--- src/logic/brc_pkg.sv ---
/*
 Shared constants and types of the brown-out reset controller: register
 offsets, field layouts, reset values, mode codes, timing and states.
 Assumes a 250 MHz APB clock and 32-bit APB data.
*/
package brc_pkg;

	// Register map, byte addresses
	localparam int          ADDR_W   = 12;
	localparam logic [11:0] OFS_PART = 12'h000;
	localparam logic [11:0] OFS_REV  = 12'h004;
	localparam logic [11:0] OFS_CFG  = 12'h008;
	localparam logic [11:0] OFS_CTRL = 12'h00C;
	localparam logic [11:0] OFS_STAT = 12'h010;

	// Identification, values arbitrary
	localparam logic [13:0] PART_CODE = 14'h0A5A;
	localparam logic [11:0] REV_LOW   = 12'h001;
	localparam logic [1:0]  REV_TOP   = 2'h2;
	localparam int          ID_W      = 14;

	// Brown-out mode field codes
	localparam logic [1:0] MODE_OFF   = 2'h0;
	localparam logic [1:0] MODE_SW    = 2'h1;
	localparam logic [1:0] MODE_NOSLP = 2'h2;
	localparam logic [1:0] MODE_ON    = 2'h3;

	// Configuration register
	typedef struct packed {
		logic       put_en;
		logic       lp_en;
		logic       level;
		logic [1:0] mode;
	} brc_cfg_t;
	localparam int       CFG_W   = 5;
	localparam brc_cfg_t CFG_RST = 5'h07;

	// Control register fields
	localparam int   CTRL_SB_BIT  = 7;
	localparam int   CTRL_RDY_BIT = 0;
	localparam logic SB_RST       = 1'b1;

	// Power control status register
	typedef struct packed {
		logic stkovf;
		logic stkunf;
		logic rwdt_n;
		logic rmclr_n;
		logic ri_n;
		logic por_n;
		logic bor_n;
	} brc_stat_t;
	localparam int        STAT_W   = 7;
	localparam brc_stat_t STAT_RST = 7'h1C;

	// Analog detector outputs, asynchronous
	typedef struct packed {
		logic por_low;
		logic bor_low;
		logic bor_ready;
		logic low_power_supply_monitor_enable_low;
	} brc_det_t;
	localparam int DET_W = 4;

	// Other reset sources, synchronous levels
	typedef struct packed {
		logic ext;
		logic wdt;
		logic instr;
		logic stkovf;
		logic stkunf;
		logic prog_exit;
	} brc_src_t;

	// Timing
	localparam int CLK_MHZ     = 250;
	localparam int PUT_MS      = 64;
	localparam int PUT_CYC     = PUT_MS * CLK_MHZ * 1000;
	localparam int BOR_FILT_NS = 1000;
	localparam int FILT_CYC    = (BOR_FILT_NS * CLK_MHZ + 999) / 1000;
	localparam int FILT_W      = $clog2(FILT_CYC + 1);

	typedef enum logic [2:0] {
		ST_HOLD,
		ST_PUT,
		ST_BORWAIT,
		ST_RUN,
		ST_SLEEP,
		ST_WAKEWAIT
	} brc_state_t;

endpackage

--- src/logic/brc_top.sv ---
/*
 Brown-out reset controller: combines power-on, brown-out, low-power
 brown-out and other reset sources, runs the power-up timer, gates
 start-up and wake on brown-out readiness, keeps reset cause flags and
 the identification words behind an APB slave.
 Assumes analog detectors drive asynchronous levels and the core reports
 sleep as a level; other reset sources are synchronous to pclk.
*/
// Decided for this implementation: the register offsets and register access over APB.
//////////////////////////////////////////////////////////////////////////
// Summary of operation
// - Read-only 14-bit part identification word, writes ignored.
// - Read-only 14-bit revision word, top two bits read 10.
// - Reset on power-on, brown-outs, pin, watchdog, instruction, stack, prog exit.
// - Enabled power-up timer lengthens reset after power-on or brown-out.
// - Active brown-out with supply below level holds reset.
// - Two-bit mode: always on, off in sleep, software, always off.
// - One configuration bit picks the brown-out trip level.
// - Brown-out only after filter time; then clear brown-out flag.
// - Mode 11 keeps brown-out active always, sleep included.
// - Always-on mode never delays wake from sleep.
// - Modes 11 and 10 delay start-up until ready and supply good.
// - Mode 10 active awake, disabled in sleep.
// - Mode 10 delays wake until ready and supply good.
// - Mode 01 follows software enable bit; sleep does not change it.
// - Mode 01 wake skips wait only if enable clear and no power reset.
// - Read-only ready flag; protection starts once ready.
// - Mode 00 always disabled, software enable ignored.
// - Disabled brown-out lets execution begin immediately.
// - Low-power detector trip holds reset and clears brown-out flag.
// - Mode 10 low-power trip holds reset and re-arms power-on reset.
// - Own enable bit for low-power detector, disabled when erased.
// - Low-power and main brown-out requests are ORed into one.
// - Power-up timer starts after both resets release, 64 ms.
//////////////////////////////////////////////////////////////////////////
`timescale 1ns/1ns
module brc_top #(
	parameter int PUT_CYCLES = brc_pkg::PUT_CYC
) (
	input  wire logic                       pclk,
	input  wire logic                       presetn,
	input  wire logic [brc_pkg::ADDR_W-1:0] paddr,
	input  wire logic                       psel,
	input  wire logic                       penable,
	input  wire logic                       pwrite,
	input  wire logic [31:0]                pwdata,
	input  wire logic [3:0]                 pstrb,
	output logic      [31:0]                prdata,
	output logic                            pready,
	output logic                            pslverr,
	input  wire brc_pkg::brc_det_t          det,
	input  wire brc_pkg::brc_src_t          src,
	input  wire logic                       sleep_mode,
	output logic                            core_reset_n,
	output logic                            cpu_run,
	output logic                            bor_enable,
	output logic                            bor_level_sel,
	output logic                            low_power_supply_monitor_enable_enable
);

	localparam int PUT_W = $clog2(PUT_CYCLES + 1);

	//////////////////////////////////////////////////////////////////////
	// Decode helpers

	function automatic logic addr_hit(input logic [11:0] a);
		addr_hit = (a == brc_pkg::OFS_PART) || (a == brc_pkg::OFS_REV) ||
			(a == brc_pkg::OFS_CFG) || (a == brc_pkg::OFS_CTRL) ||
			(a == brc_pkg::OFS_STAT);
	endfunction

	function automatic logic bor_on(input logic [1:0] mode,
		input logic asleep, input logic sb);
		case (mode)
			brc_pkg::MODE_ON:    bor_on = 1'b1;
			brc_pkg::MODE_NOSLP: bor_on = !asleep;
			brc_pkg::MODE_SW:    bor_on = sb;
			default:             bor_on = 1'b0;
		endcase
	endfunction

	//////////////////////////////////////////////////////////////////////
	// Declarations

	brc_pkg::brc_cfg_t   cfg_q;
	brc_pkg::brc_stat_t  stat_q;
	brc_pkg::brc_stat_t  stat_d;
	brc_pkg::brc_det_t   det_s;
	brc_pkg::brc_state_t state_q;
	brc_pkg::brc_state_t state_d;
	logic                sb_q;
	logic [PUT_W-1:0]    put_q;
	logic [1:0]          rel_q;
	logic                pwr_rst_q;
	logic [31:0]         rd_d;
	logic                wr_en;
	logic                setup;
	logic                arst_n;
	logic                asleep;
	logic                bor_act;
	logic                bor_trip;
	logic                lp_trip;
	logic                bor_any;
	logic                por_evt;
	logic                other_rst;
	logic                sync_hold;
	logic                supply_ok;
	logic                start_wait;
	logic                wake_wait;

	//////////////////////////////////////////////////////////////////////
	// APB slave, zero wait states

	assign pready  = 1'b1;
	assign setup   = psel && !penable;
	assign wr_en   = psel && penable && pwrite && pstrb[0] &&
		addr_hit(paddr);
	assign pslverr = psel && penable && !addr_hit(paddr);

	always_comb
	begin
		rd_d = '0;
		case (paddr)
			brc_pkg::OFS_PART: rd_d[brc_pkg::ID_W-1:0] = brc_pkg::PART_CODE;
			brc_pkg::OFS_REV:
				rd_d[brc_pkg::ID_W-1:0] = {brc_pkg::REV_TOP, brc_pkg::REV_LOW};
			brc_pkg::OFS_CFG:  rd_d[brc_pkg::CFG_W-1:0] = cfg_q;
			brc_pkg::OFS_CTRL:
			begin
				rd_d[brc_pkg::CTRL_SB_BIT] = sb_q;
				rd_d[brc_pkg::CTRL_RDY_BIT] = det_s.bor_ready;
			end
			brc_pkg::OFS_STAT: rd_d[brc_pkg::STAT_W-1:0] = stat_q;
			default:           rd_d = '0;
		endcase
	end

	// Read data sampled in setup, stable through access
	always_ff @(posedge pclk or negedge presetn)
	begin
		if (!presetn)
			prdata <= '0;
		else if (setup && !pwrite)
			prdata <= rd_d;
	end

	//////////////////////////////////////////////////////////////////////
	// Configuration and software control

	always_ff @(posedge pclk or negedge presetn)
	begin
		if (!presetn)
			cfg_q <= brc_pkg::CFG_RST;
		else if (wr_en && paddr == brc_pkg::OFS_CFG)
			cfg_q <= pwdata[brc_pkg::CFG_W-1:0];
	end

	// sleep leaves the enable bit alone
	always_ff @(posedge pclk or negedge presetn)
	begin
		if (!presetn)
			sb_q <= brc_pkg::SB_RST;
		else if (wr_en && paddr == brc_pkg::OFS_CTRL)
			sb_q <= pwdata[brc_pkg::CTRL_SB_BIT];
	end

	//////////////////////////////////////////////////////////////////////
	// Detector inputs

	brc_sync #(
		.W (brc_pkg::DET_W)
	) u_det_sync (
		.pclk    (pclk),
		.presetn (presetn),
		.d       (det),
		.q       (det_s)
	);

	assign asleep = (state_q == brc_pkg::ST_SLEEP);

	assign bor_act = bor_on(cfg_q.mode, asleep, sb_q);

	assign bor_level_sel = cfg_q.level;
	assign bor_enable    = bor_act;
	assign low_power_supply_monitor_enable_enable  = cfg_q.lp_en;

	brc_bor_filter u_filter (
		.pclk    (pclk),
		.presetn (presetn),
		.armed   (bor_act && det_s.bor_ready),
		.low_s   (det_s.bor_low),
		.trip_q  (bor_trip)
	);

	assign lp_trip = cfg_q.lp_en && det_s.low_power_supply_monitor_enable_low;
	assign bor_any = bor_trip || lp_trip;
	// mode 10 low-power trip re-arms power-on
	assign por_evt = det_s.por_low ||
		(lp_trip && cfg_q.mode == brc_pkg::MODE_NOSLP);
	assign other_rst = src.ext || src.wdt || src.instr || src.stkovf ||
		src.stkunf || src.prog_exit;
	assign sync_hold = por_evt || bor_any || other_rst;
	assign supply_ok = det_s.bor_ready && !det_s.bor_low;

	//////////////////////////////////////////////////////////////////////
	// Reset cause flags

	always_comb
	begin
		stat_d = stat_q;
		if (wr_en && paddr == brc_pkg::OFS_STAT)
			stat_d = pwdata[brc_pkg::STAT_W-1:0];
		// Hardware events win over a software write
		if (por_evt)
			stat_d = brc_pkg::STAT_RST;
		if (bor_any)
			stat_d.bor_n = 1'b0;
		if (src.ext)
			stat_d.rmclr_n = 1'b0;
		if (src.wdt)
			stat_d.rwdt_n = 1'b0;
		if (src.instr)
			stat_d.ri_n = 1'b0;
		if (src.stkovf)
			stat_d.stkovf = 1'b1;
		if (src.stkunf)
			stat_d.stkunf = 1'b1;
	end

	always_ff @(posedge pclk or negedge presetn)
	begin
		if (!presetn)
			stat_q <= brc_pkg::STAT_RST;
		else
			stat_q <= stat_d;
	end

	// Last reset came from power-on or brown-out
	always_ff @(posedge pclk or negedge presetn)
	begin
		if (!presetn)
			pwr_rst_q <= 1'b1;
		else if (por_evt || bor_any)
			pwr_rst_q <= 1'b1;
		else if (other_rst)
			pwr_rst_q <= 1'b0;
	end

	//////////////////////////////////////////////////////////////////////
	// Start-up and wake gating

	// wait in modes 11 and 10
	// ready before run when forced on
	always_comb
	begin
		case (cfg_q.mode)
			brc_pkg::MODE_ON:    start_wait = 1'b1;
			brc_pkg::MODE_NOSLP: start_wait = 1'b1;
			brc_pkg::MODE_SW:    start_wait = sb_q || pwr_rst_q;
			default:             start_wait = 1'b0;
		endcase
	end

	// no wake delay when always on
	always_comb
	begin
		case (cfg_q.mode)
			brc_pkg::MODE_NOSLP: wake_wait = 1'b1;
			brc_pkg::MODE_SW:    wake_wait = sb_q || pwr_rst_q;
			default:             wake_wait = 1'b0;
		endcase
	end

	always_comb
	begin
		state_d = state_q;
		case (state_q)
			brc_pkg::ST_HOLD:
				if (!sync_hold)
					state_d = (cfg_q.put_en && pwr_rst_q) ?
						brc_pkg::ST_PUT : brc_pkg::ST_BORWAIT;
			brc_pkg::ST_PUT:
				if (put_q == PUT_W'(PUT_CYCLES - 1))
					state_d = brc_pkg::ST_BORWAIT;
			brc_pkg::ST_BORWAIT:
				if (!start_wait || !bor_act || supply_ok)
					state_d = brc_pkg::ST_RUN;
			brc_pkg::ST_RUN:
				if (sleep_mode)
					state_d = brc_pkg::ST_SLEEP;
			brc_pkg::ST_SLEEP:
				if (!sleep_mode)
					state_d = wake_wait ?
						brc_pkg::ST_WAKEWAIT : brc_pkg::ST_RUN;
			// Disabled detector would never report ready
			brc_pkg::ST_WAKEWAIT:
				if (supply_ok || !bor_act)
					state_d = brc_pkg::ST_RUN;
			default:
				state_d = brc_pkg::ST_HOLD;
		endcase
		if (sync_hold)
			state_d = brc_pkg::ST_HOLD;
	end

	always_ff @(posedge pclk or negedge presetn)
	begin
		if (!presetn)
			state_q <= brc_pkg::ST_HOLD;
		else
			state_q <= state_d;
	end

	always_ff @(posedge pclk or negedge presetn)
	begin
		if (!presetn)
			put_q <= '0;
		else if (state_q != brc_pkg::ST_PUT)
			put_q <= '0;
		else
			put_q <= put_q + 1'b1;
	end

	assign cpu_run = (state_q == brc_pkg::ST_RUN);

	//////////////////////////////////////////////////////////////////////
	// Core reset output

	// Raw detectors bypass the synchroniser only to assert reset
	assign arst_n = presetn && !det.por_low &&
		!(cfg_q.lp_en && det.low_power_supply_monitor_enable_low);

	always_ff @(posedge pclk or negedge arst_n)
	begin
		if (!arst_n)
			rel_q <= '0;
		else
			rel_q <= {rel_q[0], !sync_hold &&
				state_q != brc_pkg::ST_HOLD && state_q != brc_pkg::ST_PUT};
	end

	assign core_reset_n = rel_q[1];

endmodule

--- src/logic/brc_sync.sv ---
/*
 Two-flop synchroniser for a vector of independent levels.
 Assumes each bit is a slow level; no word coherence across bits.
*/
`timescale 1ns/1ns
module brc_sync #(
	parameter int W = 1
) (
	input  wire logic         pclk,
	input  wire logic         presetn,
	input  wire logic [W-1:0] d,
	output logic      [W-1:0] q
);

	logic [W-1:0] meta_q;

	// First stage feeds only the second
	always_ff @(posedge pclk or negedge presetn)
	begin
		if (!presetn)
		begin
			meta_q <= '0;
			q      <= '0;
		end
		else
		begin
			meta_q <= d;
			q      <= meta_q;
		end
	end

endmodule

--- src/logic/brc_bor_filter.sv ---
/*
 Noise filter for the brown-out detector: trips only when the synchronised
 low-supply level lasts longer than the filter count while armed.
 Assumes low_s is already synchronous to pclk.
*/
`timescale 1ns/1ns
module brc_bor_filter (
	input  wire logic pclk,
	input  wire logic presetn,
	input  wire logic armed,
	input  wire logic low_s,
	output logic      trip_q
);

	logic [brc_pkg::FILT_W-1:0] cnt_q;

	always_ff @(posedge pclk or negedge presetn)
	begin
		if (!presetn)
			cnt_q <= '0;
		else if (!(armed && low_s))
			cnt_q <= '0;
		else if (cnt_q != brc_pkg::FILT_W'(brc_pkg::FILT_CYC))
			cnt_q <= cnt_q + 1'b1;
	end

	// Strictly longer than the filter time
	always_ff @(posedge pclk or negedge presetn)
	begin
		if (!presetn)
			trip_q <= 1'b0;
		else
			trip_q <= armed && low_s &&
				(cnt_q == brc_pkg::FILT_W'(brc_pkg::FILT_CYC));
	end

endmodule

--- config.mk ---
export PLATFORM = sky130hd
export DESIGN_NAME = brc_top
export DESIGN_NICKNAME = d
export VERILOG_FILES = /design/src/logic/brc_pkg.sv /design/src/logic/brc_top.sv /design/src/logic/brc_sync.sv /design/src/logic/brc_bor_filter.sv
export SDC_FILE = /design/constraint.sdc
export NUM_CORES = 1
export LEC_CHECK = 0
export BUFFER_PORTS_ARGS = -buffer_cell sky130_fd_sc_hd__buf_2
export CORE_MARGIN = 2
export CORE_UTILIZATION = 47
export CTS_BUF_LIST = sky130_fd_sc_hd__clkbuf_16
export DETAILED_ROUTE_END_ITERATION = 10
export PLACE_DENSITY = 0.73
export SKIP_LAST_GASP = 1
export SLEW_MARGIN = 20
export SYNTH_ARGS = -nofsm -noshare
export SYNTH_HDL_FRONTEND = slang
export SYNTH_SLANG_ARGS = --single-unit
--- constraint.sdc ---
create_clock -name pclk -period 1.34 [get_ports pclk]
set_input_delay 0.268 -clock pclk [delete_from_list [all_inputs] [get_ports pclk]]
set_output_delay 0.268 -clock pclk [all_outputs]
set_load 0.01 [all_outputs]
Word-level counts from Yosys, hierarchy flattened
Cells that the tools add are included.
{"block": "totals", "ff_bits": 74, "input_bits": 64, "elab_cells": 137}
{"block": "op_classes", "addsub": 2, "eq_ne": 22, "n_mux": 30, "n_reduce_logical": 62}
{"cell": "24-bit by 1-bit adder with 24-bit output, second input constant", "n": 1}
{"cell": "12-bit by 4-bit equality test with 1-bit output, second input constant", "n": 2}
{"cell": "24-bit equality test, second input constant", "n": 1}
{"cell": "24-bit two-way mux", "n": 1}
{"cell": "1-bit logical AND", "n": 22}
{"cell": "3-bit two-way mux", "n": 7}
{"cell": "3-bit nonzero test", "n": 7}
{"cell": "3-bit one-hot mux with 6 select lines", "n": 1}
{"cell": "1-bit logical OR", "n": 17}
{"cell": "8-bit two-way mux", "n": 2}
{"cell": "7-bit two-way mux", "n": 2}
{"cell": "12-bit by 3-bit equality test with 1-bit output, second input constant", "n": 1}
{"cell": "12-bit by 5-bit equality test with 1-bit output, second input constant", "n": 1}
{"cell": "12-bit zero test", "n": 1}
{"cell": "4-bit one-hot mux with 3 select lines", "n": 1}
{"cell": "6-bit one-hot mux with 2 select lines", "n": 1}
{"cell": "1-bit zero test", "n": 10}
{"cell": "1-bit two-way mux", "n": 9}
{"cell": "3-bit inequality test, second input constant", "n": 3}
{"cell": "8-bit by 1-bit adder with 8-bit output, second input constant", "n": 1}
{"cell": "8-bit equality test, second input constant", "n": 1}
{"cell": "8-bit inequality test, second input constant", "n": 1}
{"cell": "3-bit by 2-bit equality test with 1-bit output, second input constant", "n": 2}
{"cell": "3-bit equality test, second input constant", "n": 2}
{"cell": "15 further kinds", "n": 19}

Longest topological paths before layout
Gate-level depths: netlist (run 1).
{"block": "logic_depth", "depth_word": 10, "depth_mapped": 8, "depth_no_buf": 7}

By module
A second synthesis (run 1) with hierarchy kept.
{"block": "unflattened", "cells_unflattened": 371, "area_unflattened_um2": 3659.8}
{"mod": "brc_top", "instances": 1, "cells_each": 316, "area_each_um2": 3005.4, "seq_area_each_um2": 1336.3}
{"mod": "brc_bor_filter", "instances": 1, "cells_each": 47, "area_each_um2": 454.2, "seq_area_each_um2": 225.2}
{"mod": "brc_sync", "instances": 1, "cells_each": 8, "area_each_um2": 200.2, "seq_area_each_um2": 200.2}

Worst setup path after synthesis (run 1)
OpenSTA, ideal clock, no wires.
{"block": "synth_timing", "kind": "reg-to-reg", "from": "register cfg_q[0] (netlist bit)", "to": "register u_filter.cnt_q[1] (netlist bit)", "setup_ps": 96, "arrival_time_ps": 1725, "required_ps": 1244, "setup_slack_ps": -481, "stages_incl_launch_ff": 7, "n_path_buf": 0, "synth_period_minus_slack_ps": 1821, "path_cell_list": "dfstp_2 inv_1 ha_1 nand2b_1 o22ai_1 nand3_1 a211oi_1"}
{"block": "synth_between", "elab_chain_len": 5}
{"element": "from (decl)", "line_no": "brc_top.sv:85", "text": "brc_pkg::brc_cfg_t cfg_q;"}
{"element": "from (signal assigned)", "line_no": "brc_top.sv:153", "text": "cfg_q <= brc_pkg::CFG_RST;"}
{"element": "from (signal assigned)", "line_no": "brc_top.sv:155", "text": "cfg_q <= pwdata[brc_pkg::CFG_W-1:0];"}
{"element": "2-bit by 1-bit equality test with 1-bit output or 2-bit equality test (tied branches)", "line_no": "brc_top.sv:74", "text": "case (mode)"}
{"element": "1-bit one-hot mux with 3 select lines (*)", "line_no": "brc_top.sv:74"}
{"element": "via bor_enable", "line_no": "brc_top.sv:56", "text": "output logic bor_enable,"}
{"element": "1-bit logical AND (*)", "line_no": "brc_top.sv:190", "text": ".armed (bor_act && det_s.bor_ready),"}
{"element": "1-bit logical AND (*)", "line_no": "brc_bor_filter.sv:21", "text": "else if (!(armed && low_s))"}
{"element": "2-bit by 1-bit inequality test with 1-bit output (no source line) or 8-bit two-way mux (tied branches)"}
{"element": "to (signal assigned)", "line_no": "brc_bor_filter.sv:24", "text": "cnt_q <= cnt_q + 1'b1;"}
{"element": "to (decl)", "line_no": "brc_bor_filter.sv:15", "text": "logic [brc_pkg::FILT_W-1:0] cnt_q;"}
Mark *: on every way through the listed nets, which the timed path passes. The rest lies on a longest branch.
A chain may end at the register's enable or synchronous reset.

Worst setup path after layout (run 1)
{"block": "layout_timing", "from": "register cfg_q[1] (netlist bit)", "to": "output bor_enable"}
{"block": "layout_between", "elab_chain_len": 2}
{"element": "2-bit by 1-bit equality test with 1-bit output or 2-bit equality test (tied branches)", "line_no": "brc_top.sv:74"}
{"element": "1-bit one-hot mux with 3 select lines (*)", "line_no": "brc_top.sv:74"}
{"element": "to (decl)", "line_no": "brc_top.sv:56"}
Mark *: on every way between the ends. The rest lies on a longest branch, timed or not.

==> impl_metrics.toml, run 1 <==
[timing]
skew_ns = 0.00463
period_needed_ns = 1.88
hold_viol = 0
setup_viol = 52
period_share_pct = 140
worst_hold_slack_ns = 0.00524
rsz0062_at_grt = "true"
worst_slack_ns = -0.542
slew_violations = 0
max_freq_mhz = 531

[routing]
drt_iter0_drc = 91
vias_per_cell = 5.21
ant_nets = 0
wl_per_cell_um = 15.5
vias = 3207
first_pass_iters = 4
drc_errors = 0
finalWirelength_um = 9550

[synthesis]
yosysTopAreaCellShare_pct = 42.9
avgSynthCellArea_sq_um = 9.95
synthArstFlopShare_pct = 100
synth_area_leaders = "dfrtp_1 43%, dfstp_2 5.8%, buf_4 5.2%, nor2_1 5.0%, xor2_1 4.8%"
synthCells = 363
yosysSeqAreaShare_pct = 48.8
yosysMostFrequentCell = "dfrtp_1"
yosys.area.top_type = "dfrtp_1"
ys_seq_elements = 70
synth_area_sq_um = 3610
synth_top_flop_cell = "dfrtp_1"
synth_common_cells = "62 x dfrtp_1, 48 x nor2_1, 28 x nand2_1"
synth.distinct_cells = 51
synth_edf_count = 0
yosys_warnings = 0

[clocking]
cts_buffer_depth = 2
root_buffer = "clkbuf_16"
cts_buffers = 9
cts_tree = "done"
cts.sinks = 70
path_clk_slew_ns = 0.06
clock_latency_ns = 0.33
cts.htree.levels = 3

[final_layout]
ff_latch_area_sq_um = 1760
antenna_cells = 0
layout.nets = 582
syn_to_final_growth_pct = 50.2
layout-drive-gt1-share_pct = 47.7
nFillCells = 486
multiInputGateArea_sq_um = 2050
final_util_pct = 74.0

[global_routing]
grt_pass1_wl_um = 15100
track_usage_pct = 23.0
overflow = 0
grt_max_degree = 52
grt_pass1_vias = 3246
antenna_found_initial = 0

[worst_setup_path]
cp-start-kind = "flip-flop"
end_kind = "primary output"
cp_data_arrival_time_ns = 1.61
critPathMaxFanout = 4
critPathKind = "reg2out"
required_ns = 1.07

[place]
preCtsSetupSlack_ns = -0.600
place.gp.congestion = 0.868
dp_hpwl_um = 6010
io_buffers = 53

[pwr]
p_per_area_nw_per_um2 = 888
finalPower_w = 0.00482
power_leakage_nw = 2.56
ir_worst_vdd_mv = 0.831

[flow_run]
drv_cap = 0

[floorplan]
row_count = 31
core_sq_um = 7330
die_area_sq_um = 8410
die_w_um = 91.7
io_pins = 103
start_util_pct = 49.3
fp.dieH_um = 91.7

[hold_path]
hp-class = "in2async"

[outcome]
violations = "setup timing"
status = "finished with violations"
## critical path, cell delays in order, from the launching register on
cell and delay, ns:
dfstp_2 0.59, inv_4 0.06, ha_4 0.16, nand2b_4 0.14, o22ai_4 0.12, buf_6 0.12
buf_6 0.09
## path summary, 6_finish.rpt
kind	start	end	slack, ns	depth (start not counted)
min in group pclk	det[2]	u_det_sync.meta_q[2]	0.04	1
hold / removal	det[0]	rel_q[1]	0.005	2
max in group asynchronous	presetn	rel_q[0]	0.50	4
hold reg to reg	u_det_sync.meta_q[1]	u_det_sync.q[1]	0.35	0
setup reg to reg	cfg_q[1]	u_filter.cnt_q[1]	-0.41	9
setup / recovery	cfg_q[1]	bor_enable	-0.54	6
## cell type report
class,count,area share (%)
clock inverter,7,1.11
inverter,12,0.922
tap,99,2.28
sequential,70,32.5
multi-input combinational,267,37.8
timing repair buffer,151,21.2
clock buffer,9,4.15
## power by group
group	leakage [nW]	switching (W)	internal (W)	total, W
Clock	0.153	0.000854	0.00141	0.00227
Combinational	1.49	0.000212	0.000155	0.000367
Sequential	0.918	0.0000235	0.00216	0.00218
## cell families after synthesis
family | synth area share [%]
fa+ha+maj | 2.42
buf+inv | 7.72
compound gates | 10.1
mux | 3.29
other cells | 0.208
xor+xnor | 6.30
flops | 48.8
simple gates | 21.2
## sequential cells by signal, indices dropped and copies added, names as in the netlist
name                                    count
state_q                                     3
u_det_sync.meta_q                           4
pwr_rst_q                                   1
put_q                                      24
u_det_sync.q                                4
stat_q                                      7
rel_q                                       2
u_filter.trip_q                             1
u_filter.cnt_q                              8
cfg_q                                       3
prdata                                     10
bor_level_sel                               1
sb_q                                        1
low_power_supply_monitor_enable_enable      1
## through the flow
step                      setup TNS [ns]  cell area [sq um]  instances
final                             -10.28               5430        615
after detailed placement          -13.05               4600        578
after floorplan                    -5.18               3860        383
after global routing              -13.11               5430        615
after CTS                          -9.19               5120        604
after global placement            -11.91               4600        578
## layout by cell type (no fill, tap or decap), types with 3 or more instances in the layout
cell,n
dfrtp_1,61
mux2_2,3
dfstp_2,8
and4_1,4
nand2_4,3
o21ai_0,4
o21ai_1,5
inv_1,12
and3_1,4
ha_4,3
clkbuf_16,11
xor2_1,19
nand3_1,8
nor4_4,4
nand2_1,23
nand3_4,4
mux2_4,3
ha_1,3
nor2_4,6
xnor2_1,6
nor2_2,7
buf_6,21
o21a_1,3
nor2_1,35
a21oi_2,4
nor2b_1,4
nand3_2,4
a21oi_1,18
o31ai_1,3
conb_1,22
nor3_1,3
buf_2,50
mux2i_1,4
nand4_1,8
buf_4,74
## layer usage
layer	wire length (um)	share of wire, %	vias up	global-route usage [%]
met1	3770	39	1603	26.2
met2	5240	55	75	41.6
met5	0	0	-	0
li1	-	-	1512	-
met3	369	3.9	17	6.00
met4	170	1.8	0	7.70
## what timing repair did
item | in CTS | in global routing
pin swaps | 25 | 27
hold buffers | 2 | 0
cloned | 1 | 3
hold endpoints to repair | 62 | 0
gates resized for setup | 37 | 48
buffers inserted | 7 | 10
endpoints found under the setup margin | 49 | 57
Power figures use the tool's default switching activity.
==> run 2: changes to the inputs <==
Settings changed: SYNTH_HIERARCHICAL set to 1.
==> impl_metrics.toml, run 2 <==
[place]
dp_hpwl_um = 6230
preCtsSetupSlack_ns = -0.524
io_buffers = 53
place.gp.congestion = 0.905

[synthesis]
avgSynthCellArea_sq_um = 9.86
synth_area_leaders = "dfrtp_1 42%, dfstp_2 5.7%, buf_4 4.7%, nor2_1 3.7%, nand2_1 3.4%"
synth_common_cells = "62 x dfrtp_1, 36 x nor2_1, 33 x nand2_1"
synthArstFlopShare_pct = 100
yosys_warnings = 6
ys_seq_elements = 70
synth_area_sq_um = 3660
yosysMostFrequentCell = "dfrtp_1"
yosysTopAreaCellShare_pct = 42.4
synth.distinct_cells = 57
synthCells = 371
yosys.area.top_type = "dfrtp_1"
synth_top_flop_cell = "dfrtp_1"
synth_edf_count = 0
yosysSeqAreaShare_pct = 48.1

[timing]
worst_slack_ns = -0.597
skew_ns = 0.00685
max_freq_mhz = 516
hold_viol = 0
slew_violations = 0
period_share_pct = 145
period_needed_ns = 1.94
setup_viol = 45
rsz0062_at_grt = "true"

[outcome]
status = "finished with violations"
violations = "setup timing"

[floorplan]
start_util_pct = 47.9
die_area_sq_um = 8510
fp.dieH_um = 92.2
row_count = 32
die_w_um = 92.2
io_pins = 103
core_sq_um = 7650

[final_layout]
layout_commonest_cell = "buf_4"
antenna_cells = 0
layout-drive-gt1-share_pct = 48.3
largest_reg_flops = 24
top_regs = "put_q: 24 flops, prdata: 10 flops, u_filter/cnt_q: 8 flops"
syn_to_final_growth_pct = 51.2
layout.nets = 594
final_cell_mix = "82 x buf_4, 61 x dfrtp_1, 50 x buf_2"
regMostFlops = "put_q"

[global_routing]
overflow = 0
grt_pass1_wl_um = 16100
track_usage_pct = 24.2
antenna_found_initial = 0
grt_pass1_vias = 3426
grt_max_degree = 32

[pwr]
combPwrFrac_pct = 6.3
ir_worst_vdd_mv = 0.553
p_per_area_nw_per_um2 = 918
clkPwrFrac_pct = 51.0
p_sw_share_pct = 22.9
switchingPower_w = 0.00116
finalPower_w = 0.00508
p_int_w = 0.00392
seqPwrFrac_pct = 42.7
power_leakage_nw = 2.47

[clocking]
cts_tree = "done"
cts.sinks = 70
cts.htree.levels = 3
cts_buffers = 9
root_buffer = "clkbuf_16"
cts_buffer_depth = 2
clock_latency_ns = 0.34
path_clk_slew_ns = 0.06

[flow_run]
drv_cap = 0

[routing]
wl_per_cell_um = 17.2
drc_errors = 0
vias_per_cell = 5.42
first_pass_iters = 5
vias = 3413
ant_nets = 0
finalWirelength_um = 10900
drt_iter0_drc = 343

[worst_setup_path]
required_ns = 1.07
path_cells = "inv_2, ha_4, a21oi_4, a21oi_2, buf_4, buf_6"
critPathMaxFanout = 3
slowest_delay_ns = 0.57
r2r-start = "cfg_q[1]"
critPathKind = "reg2out"
timing.rr.end = "state_q[1]"
slowest_stage = "dfstp_2"
end_kind = "primary output"
reg2reg_slack_ns = -0.57
cp_data_arrival_time_ns = 1.67
reg2reg_depth = 7
cp-start-kind = "flip-flop"

[hold_path]
hp-class = "in2async"
[run 2: final cells by class]
class,count,area [sq um]
multi-input cells,273,2150
fillers,487,2110
flip-flops and latches,70,1760
repair buffers,153,1110
clock buffers,9,225
well taps,102,128
clock inverters,7,95.1
inverters,16,63.8
[run 2: worst max-delay path by stage]
stage,endpoint,slack [ns],depth (start not counted),from
2_1_floorplan,state_q[0],-0.36,7,cfg_q[1]
3_3_place_gp,sb_q,-0.40,6,paddr[8]
3_5_place_dp,state_q[0],-0.52,7,cfg_q[1]
4_1_cts,bor_enable,-0.55,6,cfg_q[1]
5_1_grt,state_q[1],-0.63,7,cfg_q[0]
6_report,bor_enable,-0.60,6,cfg_q[1]
[run 2: per-stage QoR]
| step | setup TNS, ns | util, % | instances | area [sq um] | hold slack (ns) |
|---|---|---|---|---|---|
| 2_1_floorplan | -4.77 | - | 391 | 3820 | -0.0276 |
| 3_3_place_gp | -13.05 | 60.1 | 593 | 4600 | 0.270 |
| 3_5_place_dp | -14.28 | 60.1 | 593 | 4600 | 0.273 |
| 4_1_cts | -5.76 | 69.3 | 621 | 5300 | 0.0162 |
| 5_1_grt | -10.09 | 72.4 | 630 | 5530 | 0.0298 |
| 6_report | -7.75 | 72.4 | 630 | 5530 | 0.00973 |
[run 2: cell families (layout without fill, tap and decap cells)]
group	Yosys count	count (layout)	share of synthesized area, %
AOI/OAI and AO/OA	63	63	11.6
xor gates and xnor gates	23	23	5.50
adders and majority gates	7	7	2.39
buffers and inverters	48	185	7.32
DFF	70	70	48.1
muxes	12	12	3.42
other	2	22	0.205
and+or+nand+nor	146	146	21.5
[run 2: what timing repair did]
item                       CTS  global route
buffers inserted            10             9
resized for setup           60            41
setup endpoints to repair   44            53
hold buffers                 1             0
pin swaps                   35            22
hold endpoints to repair     6             0
gates cloned                 1             1
[run 2: power groups by stage]
| stage | registers, W | logic [W] | clock network (W) |
|---|---|---|---|
| 2_1_floorplan | 0.00220 | 0.000153 | 0 |
| 3_3_place_gp | 0.00220 | 0.000276 | 0 |
| 3_5_place_dp | 0.00220 | 0.000282 | 0 |
| 4_1_cts | 0.00217 | 0.000299 | 0.00259 |
| 5_1_grt | 0.00217 | 0.000354 | 0.00273 |
| 6_report | 0.00217 | 0.000322 | 0.00259 |
[run 2: worst max-delay path: cells and delay by family (launching register included)]
family | cells | cell delay (ns)
adders and majority gates | 1 | 0.17
buffers and inverters | 3 | 0.32
DFF | 1 | 0.57
AOI/OAI and AO/OA | 2 | 0.28
[run 2: metal layers]
layer	vias up	wire, um	track usage, %
met4	0	284	11.4
met1	1673	4260	29.2
met5	-	0	0
met3	26	677	5.18
li1	1566	-	-
met2	148	5630	41.4
==> run 3: changes to the inputs <==
Settings changed: BUFFER_PORTS_ARGS -buffer_cell sky130_fd_sc_hd__buf_2 to unset, CORE_UTILIZATION 47 to 50, DONT_BUFFER_PORTS set to 1, PLACE_DENSITY 0.73 to 0.65.
==> impl_metrics.toml, run 3 (same netlist as run 2, synthesis figures left out) <==
[pwr]
ir_worst_vdd_mv = 0.560
finalPower_w = 0.00503
power_leakage_nw = 2.13
p_per_area_nw_per_um2 = 986

[clocking]
cts_buffers = 9
root_buffer = "clkbuf_16"
ctsHoldBuffers = 9
path_clk_slew_ns = 0.06
clock_latency_ns = 0.33
cts_tree = "done"
cts_buffer_depth = 2
cts.htree.levels = 3
cts.sinks = 70

[floorplan]
start_util_pct = 51.0
die_area_sq_um = 8020
fp.dieH_um = 89.6
core_sq_um = 7180
row_count = 31
die_w_um = 89.6
io_pins = 103

[worst_setup_path]
critPathKind = "reg2reg"
timing.rr.end = "state_q[0]"
slowest_stage = "dfstp_2"
critPathMaxFanout = 3
slowest_delay_ns = 0.59
required_ns = 1.55
cp-start-kind = "flip-flop"
cp_data_arrival_time_ns = 2.08
r2r-start = "cfg_q[0]"
reg2reg_depth = 8
end_kind = "flip-flop"
reg2reg_slack_ns = -0.53
path_cells = "inv_2, ha_4, inv_4, nand2_4, o311ai_4, a21oi_2, buf_4, a2111oi_2"
path_buf_inv = 3
crit_start = "cfg_q[0]"
cp_top_family = "compound AO/OA/AOI/OAI gates"

[global_routing]
grt_max_degree = 70
antenna_found_initial = 0
track_usage_pct = 23.0
overflow = 0
grt_pass1_wl_um = 14000
grt_pass1_vias = 2974

[timing]
worst_slack_ns = -0.531
fin_tns_setup_ns = -6.31
relSlewSlack_pct = 67.4
max_freq_mhz = 534
worst_pin_slew_ns = 0.477
skew_ns = 0.00744
period_share_pct = 140
hold_viol = 68
rsz0062_at_grt = "true"
slew_violations = 0
period_needed_ns = 1.87
worst_hold_slack_ns = -0.372
setup_viol = 32

[routing]
ant_nets = 0
dr.max_layer_used = "met4"
vias = 3033
drt-met1-wl_um = 3750
drt_iter0_drc = 117
wl_per_cell_um = 15.5
drc_errors = 0
vias_per_cell = 5.44
wl_met3_um = 485
wl_met2_um = 4200
finalWirelength_um = 8620
first_pass_iters = 4

[final_layout]
final_cell_area_sq_um = 5100
antenna_cells = 0
layout-drive-gt1-share_pct = 36.8
layout.nets = 525
multiInputGateArea_sq_um = 2070
nFillCells = 491
largest_reg_flops = 24
final_cell_mix = "61 x dfrtp_1, 57 x buf_4, 34 x nor2_1"
layout.cells.non_filler = 558
regMostFlops = "put_q"
syn_to_final_growth_pct = 39.4
ff_latch_area_sq_um = 1760
top_regs = "put_q: 24 flops, prdata: 10 flops, u_filter/cnt_q: 8 flops"
layout_commonest_cell = "dfrtp_1"

[outcome]
violations = "hold timing, setup timing"
status = "finished with violations"

[place]
dp_hpwl_um = 5580
placed_cell_area_sq_um = 4200
place.gp.congestion = 0.894
io_buffers = 0
placed_cells = 520

[hold_path]
hp-class = "in2async"

[flow_run]
drv_cap = 0
## run 3: metrics by stage
stage	hold slack (ns)	setup slack, ns	util (%)
after detailed placement	-0.0262	-0.467	58.5
after CTS	-0.380	-0.500	69.2
final	-0.372	-0.531	71.1
after floorplan	-0.0276	-0.358	-
after global routing	-0.388	-0.610	71.1
after global placement	-0.0262	-0.418	58.5
## run 3: where the power goes
group,switching (W),internal (W),total (W)
Sequential,0.0000176,0.00215,0.00217
Clock,0.000880,0.00181,0.00269
Combinational,0.0000972,0.0000794,0.000177
Total,0.000995,0.00404,0.00503
## run 3: worst max-delay path by stage
stage | to | slack, ns | cells past startpoint
floorplan | state_q[0] | -0.36 | 7
global placement | state_q[0] | -0.42 | 7
detailed placement | state_q[0] | -0.47 | 7
CTS | bor_enable | -0.50 | 6
global route | state_q[1] | -0.61 | 7
finish | state_q[0] | -0.53 | 8
## run 3: cell type report
type / count / area share [%]
multi-input cells: 273 / 40.7
flip-flops and latches: 70 / 34.6
repair buffers: 84 / 14.5
clock buffers: 9 / 4.42
well taps: 99 / 2.43
clock inverters: 7 / 2.23
inverters: 16 / 1.23
## run 3: timing repair
item,in CTS,in global routing
buffers inserted,11,2
pin swaps,21,19
gates cloned,0,0
endpoints found under the setup margin,36,45
hold endpoints to repair,77,68
gates resized for setup,55,31
## run 3: routing by layer
layer	up-vias	GRT usage, %
li1	1436	-
met1	1475	29.4
met2	104	36.2
met3	18	7.20
met4	0	9.09
met5	-	0
